==> src/design/aimrc_consts.vh <==
/*
 Constants of the motion sensor control register bank: offsets, field
 positions, reset values, state codes and timing counts.
 Assumes inclusion by bare name from the design files.
*/
`ifndef AIMRC_CONSTS_VH
`define AIMRC_CONSTS_VH

`define AIMRC_OFS_DEV_STATUS    8'h05
`define AIMRC_OFS_IRQ_ENABLE    8'h06
`define AIMRC_OFS_OP_MODE       8'h07
`define AIMRC_OFS_SPEED_SEL     8'h08
`define AIMRC_OFS_MOTION_CTRL   8'h09
`define AIMRC_OFS_IRQ_STATUS    8'h14

`define AIMRC_RST_IRQ_ENABLE    8'h00
`define AIMRC_RST_OP_MODE       8'h00
`define AIMRC_RST_SPEED_SEL     8'h00

`define AIMRC_IE_TILT           0
`define AIMRC_IE_FLIP           1
`define AIMRC_IE_ANYM           2
`define AIMRC_IE_SHAKE          3
`define AIMRC_IE_TILT35         4
`define AIMRC_IE_AUTOCLR        6
`define AIMRC_IE_ACQ            7

`define AIMRC_MC_TF_EN          0
`define AIMRC_MC_ANYM_EN        2
`define AIMRC_MC_SHAKE_EN       3
`define AIMRC_MC_TILT35_EN      4

`define AIMRC_MODE_WDT_LOW      4
`define AIMRC_MODE_WDT_HIGH     5
`define AIMRC_ST_SLEEP          2'b00
`define AIMRC_ST_WAKE           2'b01
`define AIMRC_ST_STANDBY        2'b11

`define AIMRC_DS_WDT            4

`define AIMRC_CLK_HZ            25000000
`define AIMRC_WDT_CYCLES        25000

`endif

==> src/design/aimrc_ctrl.v <==
/*
 Control register bank of a 3-axis motion sensor: interrupt source
 enables, clearing policy, operating state, bus watchdog and output
 data rate. Registers are reached through a byte-wide register port
 driven by the serial slave; the serial clock pin is watched here.
 Assumes the motion block supplies raw event conditions and that the
 motion control register byte is presented on motion_ctrl.
*/
`timescale 1ns/1ps
`default_nettype none
`include "aimrc_consts.vh"

module aimrc_ctrl #(
  parameter WDT_CYCLES = `AIMRC_WDT_CYCLES,
  parameter CLK_HZ     = `AIMRC_CLK_HZ
) (
  input  wire       core_clk,
  input  wire       reset,
  input  wire       reg_wr,
  input  wire       reg_rd,
  input  wire [7:0] reg_addr,
  input  wire [7:0] reg_wdata,
  output reg  [7:0] reg_rdata,
  input  wire [7:0] motion_ctrl,
  input  wire [4:0] motion_event,
  input  wire       serial_clk_pin,
  output reg        slave_idle_req,
  output reg        osc_run,
  output reg  [2:0] osc_rate_code,
  output reg        sample_strobe,
  output reg  [7:0] irq_status,
  output reg        irq_pending
);

  reg [7:0] interrupt_source_enable;
  reg [7:0] operating_mode;
  reg [7:0] sampling_speed_select;
  reg       bus_watchdog_event_flag;
  reg       scl_meta;
  reg       scl_sync;
  reg [31:0] stall_count;
  reg       scl_last;
  reg [4:0] motion_event_q;
  wire      rate_tick;
  wire [1:0] state;
  wire      sampling;
  wire      auto_clear_enable;
  wire      per_sample_irq_enable;
  wire [4:0] src_allowed;
  wire [4:0] src_live;
  wire      stat_wr;
  wire      dev_stat_rd;
  wire      stall_en;
  reg [7:0] next_irq_status;

  assign state                 = operating_mode[1:0];
  assign sampling              = (state == `AIMRC_ST_WAKE);
  assign auto_clear_enable     = interrupt_source_enable[`AIMRC_IE_AUTOCLR];
  assign per_sample_irq_enable = interrupt_source_enable[`AIMRC_IE_ACQ];

  // Per-source gating by enable bit and motion feature bits
  assign src_allowed[0] = interrupt_source_enable[`AIMRC_IE_TILT] &
                          motion_ctrl[`AIMRC_MC_TF_EN];
  assign src_allowed[1] = interrupt_source_enable[`AIMRC_IE_FLIP] &
                          motion_ctrl[`AIMRC_MC_TF_EN];
  assign src_allowed[2] = interrupt_source_enable[`AIMRC_IE_ANYM] &
                          motion_ctrl[`AIMRC_MC_ANYM_EN];
  assign src_allowed[3] = interrupt_source_enable[`AIMRC_IE_SHAKE] &
                          motion_ctrl[`AIMRC_MC_SHAKE_EN] &
                          motion_ctrl[`AIMRC_MC_ANYM_EN];
  assign src_allowed[4] = interrupt_source_enable[`AIMRC_IE_TILT35] &
                          motion_ctrl[`AIMRC_MC_TILT35_EN] &
                          motion_ctrl[`AIMRC_MC_ANYM_EN];
  assign src_live = motion_event_q & src_allowed;

  assign stat_wr     = reg_wr && (reg_addr == `AIMRC_OFS_IRQ_STATUS);
  assign dev_stat_rd = reg_rd && (reg_addr == `AIMRC_OFS_DEV_STATUS);

  // Motion conditions come from the same clock; one register for timing
  always @(posedge core_clk or posedge reset) begin
    if (reset) begin
      motion_event_q <= 5'h00;
    end else begin
      motion_event_q <= motion_event;
    end
  end

  // Register writes; mode accepted in any state, bits 2,3 kept as written
  always @(posedge core_clk or posedge reset) begin
    if (reset) begin
      interrupt_source_enable <= `AIMRC_RST_IRQ_ENABLE;
      operating_mode          <= `AIMRC_RST_OP_MODE;
      sampling_speed_select   <= `AIMRC_RST_SPEED_SEL;
    end else if (reg_wr) begin
      case (reg_addr)
        `AIMRC_OFS_IRQ_ENABLE: interrupt_source_enable <= reg_wdata;
        `AIMRC_OFS_OP_MODE:    operating_mode <= reg_wdata;
        `AIMRC_OFS_SPEED_SEL:  sampling_speed_select <= reg_wdata;
        default: ;
      endcase
    end
  end

  // Sample timer runs only in wake; sleep and standby take no samples
  aimrc_rate_timer #(
    .CLK_HZ (CLK_HZ)
  ) u_rate_timer (
    .core_clk  (core_clk),
    .reset     (reset),
    .run       (sampling),
    .rate_code (sampling_speed_select[2:0]),
    .tick      (rate_tick)
  );

  // Status flags; a new event beats a clear in the same cycle
  always @* begin
    next_irq_status = irq_status;
    if (stat_wr) begin
      next_irq_status = 8'h00;
    end
    if (auto_clear_enable) begin
      next_irq_status[4:0] = next_irq_status[4:0] & src_live;
    end
    next_irq_status[4:0] = next_irq_status[4:0] | src_live;
    if (per_sample_irq_enable && rate_tick) begin
      next_irq_status[7] = 1'b1;
    end
    if (!per_sample_irq_enable) begin
      next_irq_status[7] = 1'b0;
    end
    next_irq_status[6:5] = 2'b00;
  end

  always @(posedge core_clk or posedge reset) begin
    if (reset) begin
      irq_status  <= 8'h00;
      irq_pending <= 1'b0;
    end else begin
      irq_status  <= next_irq_status;
      irq_pending <= |next_irq_status;
    end
  end

  // Serial clock pin synchroniser
  always @(posedge core_clk or posedge reset) begin
    if (reset) begin
      scl_meta <= 1'b1;
      scl_sync <= 1'b1;
      scl_last <= 1'b1;
    end else begin
      scl_meta <= serial_clk_pin;
      scl_sync <= scl_meta;
      scl_last <= scl_sync;
    end
  end

  // Stall watchdog: counts while the pin holds a level that is enabled
  assign stall_en = (!scl_sync && operating_mode[`AIMRC_MODE_WDT_LOW]) ||
                    (scl_sync && operating_mode[`AIMRC_MODE_WDT_HIGH]);

  always @(posedge core_clk or posedge reset) begin
    if (reset) begin
      stall_count             <= 32'h0;
      slave_idle_req          <= 1'b0;
      bus_watchdog_event_flag <= 1'b0;
    end else begin
      slave_idle_req <= 1'b0;
      // Clear first so that a timeout in the same cycle wins
      if (dev_stat_rd) begin
        bus_watchdog_event_flag <= 1'b0;
      end
      if (!stall_en || (scl_sync != scl_last)) begin
        stall_count <= 32'h0;
      end else if (stall_count >= WDT_CYCLES - 1) begin
        stall_count             <= 32'h0;
        slave_idle_req          <= 1'b1;
        bus_watchdog_event_flag <= 1'b1;
      end else begin
        stall_count <= stall_count + 32'h1;
      end
    end
  end

  // Oscillator follows the rate code and runs outside sleep
  always @(posedge core_clk or posedge reset) begin
    if (reset) begin
      osc_run       <= 1'b0;
      osc_rate_code <= 3'h0;
      sample_strobe <= 1'b0;
    end else begin
      osc_run       <= (state != `AIMRC_ST_SLEEP);
      osc_rate_code <= sampling_speed_select[2:0];
      sample_strobe <= rate_tick;
    end
  end

  // Read path; unmapped offsets return zero
  always @(posedge core_clk or posedge reset) begin
    if (reset) begin
      reg_rdata <= 8'h00;
    end else if (reg_rd) begin
      case (reg_addr)
        `AIMRC_OFS_DEV_STATUS:
          reg_rdata <= {3'b000, bus_watchdog_event_flag, 2'b00, state};
        `AIMRC_OFS_IRQ_ENABLE: reg_rdata <= interrupt_source_enable;
        `AIMRC_OFS_OP_MODE:    reg_rdata <= operating_mode;
        `AIMRC_OFS_SPEED_SEL:  reg_rdata <= sampling_speed_select;
        `AIMRC_OFS_IRQ_STATUS: reg_rdata <= irq_status;
        default:               reg_rdata <= 8'h00;
      endcase
    end
  end

endmodule // aimrc_ctrl
`default_nettype wire

==> src/design/aimrc_rate_timer.v <==
/*
 Sample-period timer: divides the core clock down to the selected
 output data rate and pulses once per sample period.
 Assumes core_clk at the rate given in the constants header.
*/
`timescale 1ns/1ps
`default_nettype none
`include "aimrc_consts.vh"

module aimrc_rate_timer #(
  parameter CLK_HZ = `AIMRC_CLK_HZ
) (
  input  wire       core_clk,
  input  wire       reset,
  input  wire       run,
  input  wire [2:0] rate_code,
  output reg        tick
);

  reg [31:0] count;

  // Core cycles per sample for each rate code
  function [31:0] period_of;
    input [2:0] code;
    begin
      case (code)
        3'h0:    period_of = CLK_HZ / 50;
        3'h1:    period_of = CLK_HZ / 100;
        3'h2:    period_of = CLK_HZ / 125;
        3'h3:    period_of = CLK_HZ / 200;
        3'h4:    period_of = CLK_HZ / 250;
        3'h5:    period_of = CLK_HZ / 500;
        3'h6:    period_of = CLK_HZ / 1000;
        default: period_of = CLK_HZ / 2000;
      endcase
    end
  endfunction

  always @(posedge core_clk or posedge reset) begin
    if (reset) begin
      count <= 32'h0;
      tick  <= 1'b0;
    end else if (!run) begin
      count <= 32'h0;
      tick  <= 1'b0;
    end else if (count >= period_of(rate_code) - 32'h1) begin
      count <= 32'h0;
      tick  <= 1'b1;
    end else begin
      count <= count + 32'h1;
      tick  <= 1'b0;
    end
  end

endmodule // aimrc_rate_timer
`default_nettype wire

==> config.mk <==
export PLATFORM = sky130hd
export DESIGN_NAME = aimrc_ctrl
export DESIGN_NICKNAME = d
export VERILOG_FILES = /design/src/design/aimrc_ctrl.v /design/src/design/aimrc_rate_timer.v
export VERILOG_INCLUDE_DIRS = /design/src /design/src/design
export SDC_FILE = /design/constraint.sdc
export NUM_CORES = 1
export LEC_CHECK = 0
export BUFFER_PORTS_ARGS = -buffer_cell sky130_fd_sc_hd__buf_2
export CAP_MARGIN = 15
export CORE_ASPECT_RATIO = 0.7
export CORE_MARGIN = 3
export CORE_UTILIZATION = 45
export CTS_CLUSTER_SIZE = 40
export DETAILED_ROUTE_END_ITERATION = 16
export PLACE_DENSITY = 0.76
export SLEW_MARGIN = 10
export SYNTH_ARGS = -nofsm -noshare
export SYNTH_HDL_FRONTEND = slang
export SYNTH_HIERARCHICAL = 1
export SYNTH_SLANG_ARGS = --single-unit
export TNS_END_PERCENT = 50
==> constraint.sdc <==
create_clock -name core_clk -period 2.42 [get_ports core_clk]
set_input_delay 0.363 -clock core_clk [delete_from_list [all_inputs] [get_ports core_clk]]
set_output_delay 0.363 -clock core_clk [all_outputs]
set_load 0.005 [all_outputs]
==> results.py <==
metrics = {
    "clock_network": {
        "clock_sinks": 119,
        "root_buffer": "clkbuf_16",
        "clock_latency_ps": 410,
        "cts_htree_levels": 4,
        "cts_inserted_buffers": 17,
        "clk_path_buf_depth": 2,
        "path_clk_slew_ps": 50,
        "cts_tree": "built",
    },
    "yosys": {
        "synth_cell_types": 60,
        "synth.avg_cell_area_um2": 11.72,
        "async_flop_share": 1.000,
        "synthCells": 468,
        "synth.yosys.seq_area_share": 0.5434,
        "ys_ff_latch": 119,
        "syn_area_mm2": 0.005487,
        "yosys_warnings": 6,
        "synth_ff_type": "dfrtp_1",
        "synth-edff-count": 0,
    },
    "global_routing": {
        "grt.total_usage": 0.1969,
        "grt_start_max_net_pins": 47,
        "grt-ovfl-total": 0,
        "grt_pass1_vias": 4130,
        "grt_pass1_wl_um": 20680,
        "antenna_found_initial": 1,
    },
    "setup_path": {
        "critPathMostFrequentCell": "nand2_1",
        "critPathRequiredTime_ps": 2720,
        "critical_path_class": "flip-flop to flip-flop",
        "rr_endpoint": "u_rate_timer/count[14]",
        "r2r_cells": 9,
        "r2r_start": "sampling_speed_select[0]",
        "crit_slowest_cell": "dfrtp_2",
        "worst_path_largest_cell_delay_ps": 430,
        "worst-path-max-fanout": 8,
        "worstPathArrival_ps": 2670,
        "crit_chain": "buf_4 -> nand2_1 -> nand2_1 -> ha_1 -> and4_1 -> a31oi_4 -> nand4_4 -> buf_12 -> a2111oi_2",
        "startpoint_type": "flip-flop",
        "endpoint_kind": "flip-flop",
        "regToRegSetupSlack_ps": 50,
    },
    "sta": {
        "max_freq_mhz": 421.4,
        "slew_viol_final": 0,
        "finClkSkew_ps": 6.393,
        "fin_tns_setup_ps": 0,
        "setup_violations": 0,
        "worst_pin_slew_ps": 590.2,
        "hold_viol_final": 0,
        "grt_setup_unrepaired": "yes",
        "hold_ws_ps": 52.63,
        "finalCritPeriodShare": 0.9805,
        "setup_ws_ps": 47.21,
        "max_slew_margin": 0.6054,
        "final.min_clock_period_ps": 2373,
    },
    "hold_path": {
        "whs_endpoint": "scl_meta",
        "min_path_cells": 1,
        "hold_path.class": "input port to flip-flop",
        "holdCritStartpoint": "serial_clk_pin",
    },
    "outcome": {
        "status": "finished clean",
    },
    "route": {
        "wl_per_cell_um": 17.38,
        "wl_um": 13020,
        "routed-wl-met3_um": 822,
        "drt_iter0_drc": 321,
        "drt-met1-wl_um": 5941,
        "postRouteAntennaNets": 0,
        "top_layer": "met4",
        "route.detailed.drc": 0,
        "routed-wl-met2_um": 5932,
        "avgViaCountPerCell": 5.543,
        "drt_pass1_iterations": 5,
        "via_count": 4152,
    },
    "floorplan": {
        "io_pins": 57,
        "die_y_um": 98.39,
        "start_util": 0.4646,
        "die_w_um": 138.0,
        "die-area_mm2": 0.01357,
        "core-area_mm2": 0.01181,
        "fp-row-count": 33,
    },
    "place": {
        "detailedPlace.worstSlack_ps": -180.1,
        "placed_cell_area_mm2": 0.006148,
        "dp_hpwl_um": 8743,
        "place_congestion": 0.8558,
        "io_buffers": 50,
        "dp.cells": 706,
    },
    "layout": {
        "finish.utilization": 0.5965,
        "final_nets": 632,
        "syn_to_final_growth_pct": 28.39,
        "drive_gt1_frac": 0.2944,
        "layout.cells.non_filler": 749,
        "nFillCells": 893,
        "post-route-cell-area_mm2": 0.007044,
    },
    "pwr": {
        "vdd_drop_max_v": 0.0004641,
        "p_leak_nw": 3.114,
        "pwr_density_cell_mw_per_mm2": 737.0,
        "power.total_mw": 5.192,
    },
    "job": {
        "maxCapViolations": 0,
    },
}
state kept, by name, summed over array words and instances, names as in the netlist:
name	cells
motion_event_q	5
operating_mode	8
interrupt_source_enable	8
osc_run	1
scl_meta	1
irq_pending	1
irq_status	6
scl_last	1
bus_watchdog_event_flag	1
u_rate_timer/count	32
u_rate_timer/tick	1
stall_count	32
osc_rate_code	3
reg_rdata	8
sample_strobe	1
sampling_speed_select	8
scl_sync	1
slave_idle_req	1
worst max path at each step:
stage	startpoint	endpoint	slack (ps)	cells after the start
5_1_grt	sampling_speed_select[0]	u_rate_timer/count[14]	-70	9
2_1_floorplan	sampling_speed_select[0]	u_rate_timer/count[2]	30	9
4_1_cts	sampling_speed_select[0]	u_rate_timer/count[18]	5	10
3_5_place_dp	sampling_speed_select[2]	u_rate_timer/count[14]	-180	8
3_3_place_gp	sampling_speed_select[2]	u_rate_timer/count[20]	50	8
6_report	sampling_speed_select[0]	u_rate_timer/count[14]	50	9
per-layer routing:
layer / track usage / vias up
met5: 0 / -
met3: 0.04634 / 27
li1: - / 1911
met4: 0.08884 / 0
met1: 0.2712 / 2060
met2: 0.2969 / 154
cells in the final DEF (no fill, tap or decap), types with 6 or more instances in the layout:
cell | netlist | final
nand3_1 | 17 | 17
a21oi_1 | 18 | 18
xor2_1 | 12 | 11
conb_1 | 3 | 31
nand2_1 | 39 | 39
nor2_1 | 39 | 38
mux2_2 | 24 | 24
ha_1 | 20 | 19
a22oi_1 | 6 | 6
buf_2 | 1 | 50
dfrtp_1 | 116 | 113
or4_1 | 6 | 6
clkbuf_16 | 0 | 19
and3_1 | 6 | 6
buf_4 | 4 | 22
inv_1 | 9 | 8
nor4_2 | 8 | 10
or3_1 | 6 | 6
o21ai_1 | 5 | 6
xnor2_1 | 14 | 14
nor4_1 | 12 | 10
nand4_1 | 14 | 14
timing repair:
action | in CTS | in global routing
setup buffers | 0 | 7
gates resized for setup | 7 | 17
endpoints found under the setup margin | 21 | 21
hold endpoints to repair | 9 | 0
hold buffers | 1 | 0
pin swaps | 1 | 2
cloned | 0 | 2
worst max-delay path, delay by kind of cell (launching register included):
kind                       cells  cell delay, ps
buffers and inverters          2             390
AOI/OAI and AO/OA              2             510
adders and majority gates      1             300
DFF                            1             430
and+or+nand+nor                4             640
cells by family (layout without fill, tap and decap cells):
logic type | Yosys count | count (layout) | share of synthesized area
mux | 30 | 30 | 0.06043
other cells | 3 | 32 | 0.002052
flops | 119 | 119 | 0.5434
compound gates | 71 | 71 | 0.1054
simple gates | 173 | 173 | 0.1795
xor+xnor | 26 | 26 | 0.04151
buf+inv | 26 | 121 | 0.02212
fa+ha+maj | 20 | 20 | 0.04561
power by group:
part	switching, mW	internal, mW	total (mW)
Clock	0.881	1.83	2.71
Combinational	0.184	0.148	0.332
Sequential	0.0618	2.09	2.15
Total	1.13	4.06	5.19
area by class of cell:
type                    instances  area [um^2]  share of cell area
clock inverters                12        201.4             0.02860
diodes                          1        2.502           0.0003552
repair buffers                 80        566.8             0.08046
multi-input cells             351         2618              0.3716
clock buffers                  20        436.7             0.06199
well taps                     157        196.4             0.02789
inverters                       9        37.54            0.005329
flip-flops and latches        119         2985              0.4238
cell usage after synthesis, types with 2 or more instances:
master / instances / area [um^2]
nor2_1: 39 / 146.4
a22oi_1: 6 / 45.04
xor2_1: 12 / 105.1
buf_1: 3 / 11.26
inv_1: 9 / 33.78
dfrtp_1: 116 / 2903
nand4_1: 14 / 87.58
a21oi_1: 18 / 90.09
clkbuf_1: 8 / 30.03
xnor2_1: 14 / 122.6
o21a_1: 6 / 45.04
and3_1: 6 / 37.54
nor4_1: 12 / 75.07
ha_1: 20 / 250.2
nand2b_1: 2 / 12.51
and2_1: 2 / 12.51
o221ai_1: 3 / 26.28
a32o_1: 3 / 30.03
dfstp_2: 3 / 78.83
o21ai_0: 6 / 30.03
nor4_2: 8 / 100.1
a21boi_0: 2 / 15.01
or4_1: 6 / 45.04
a2111oi_2: 8 / 120.1
nand3_1: 17 / 85.08
buf_4: 4 / 30.03
and4_1: 3 / 26.28
nor3_1: 3 / 15.01
mux2i_1: 5 / 50.05
mux2_2: 24 / 270.3
conb_1: 3 / 11.26
a2bb2oi_1: 2 / 17.52
o21ai_1: 5 / 25.02
o31ai_1: 4 / 30.03
nor2b_1: 4 / 25.02
nand2_1: 39 / 146.4
or3_1: 6 / 37.54
(Power assumes the default switching activity.)
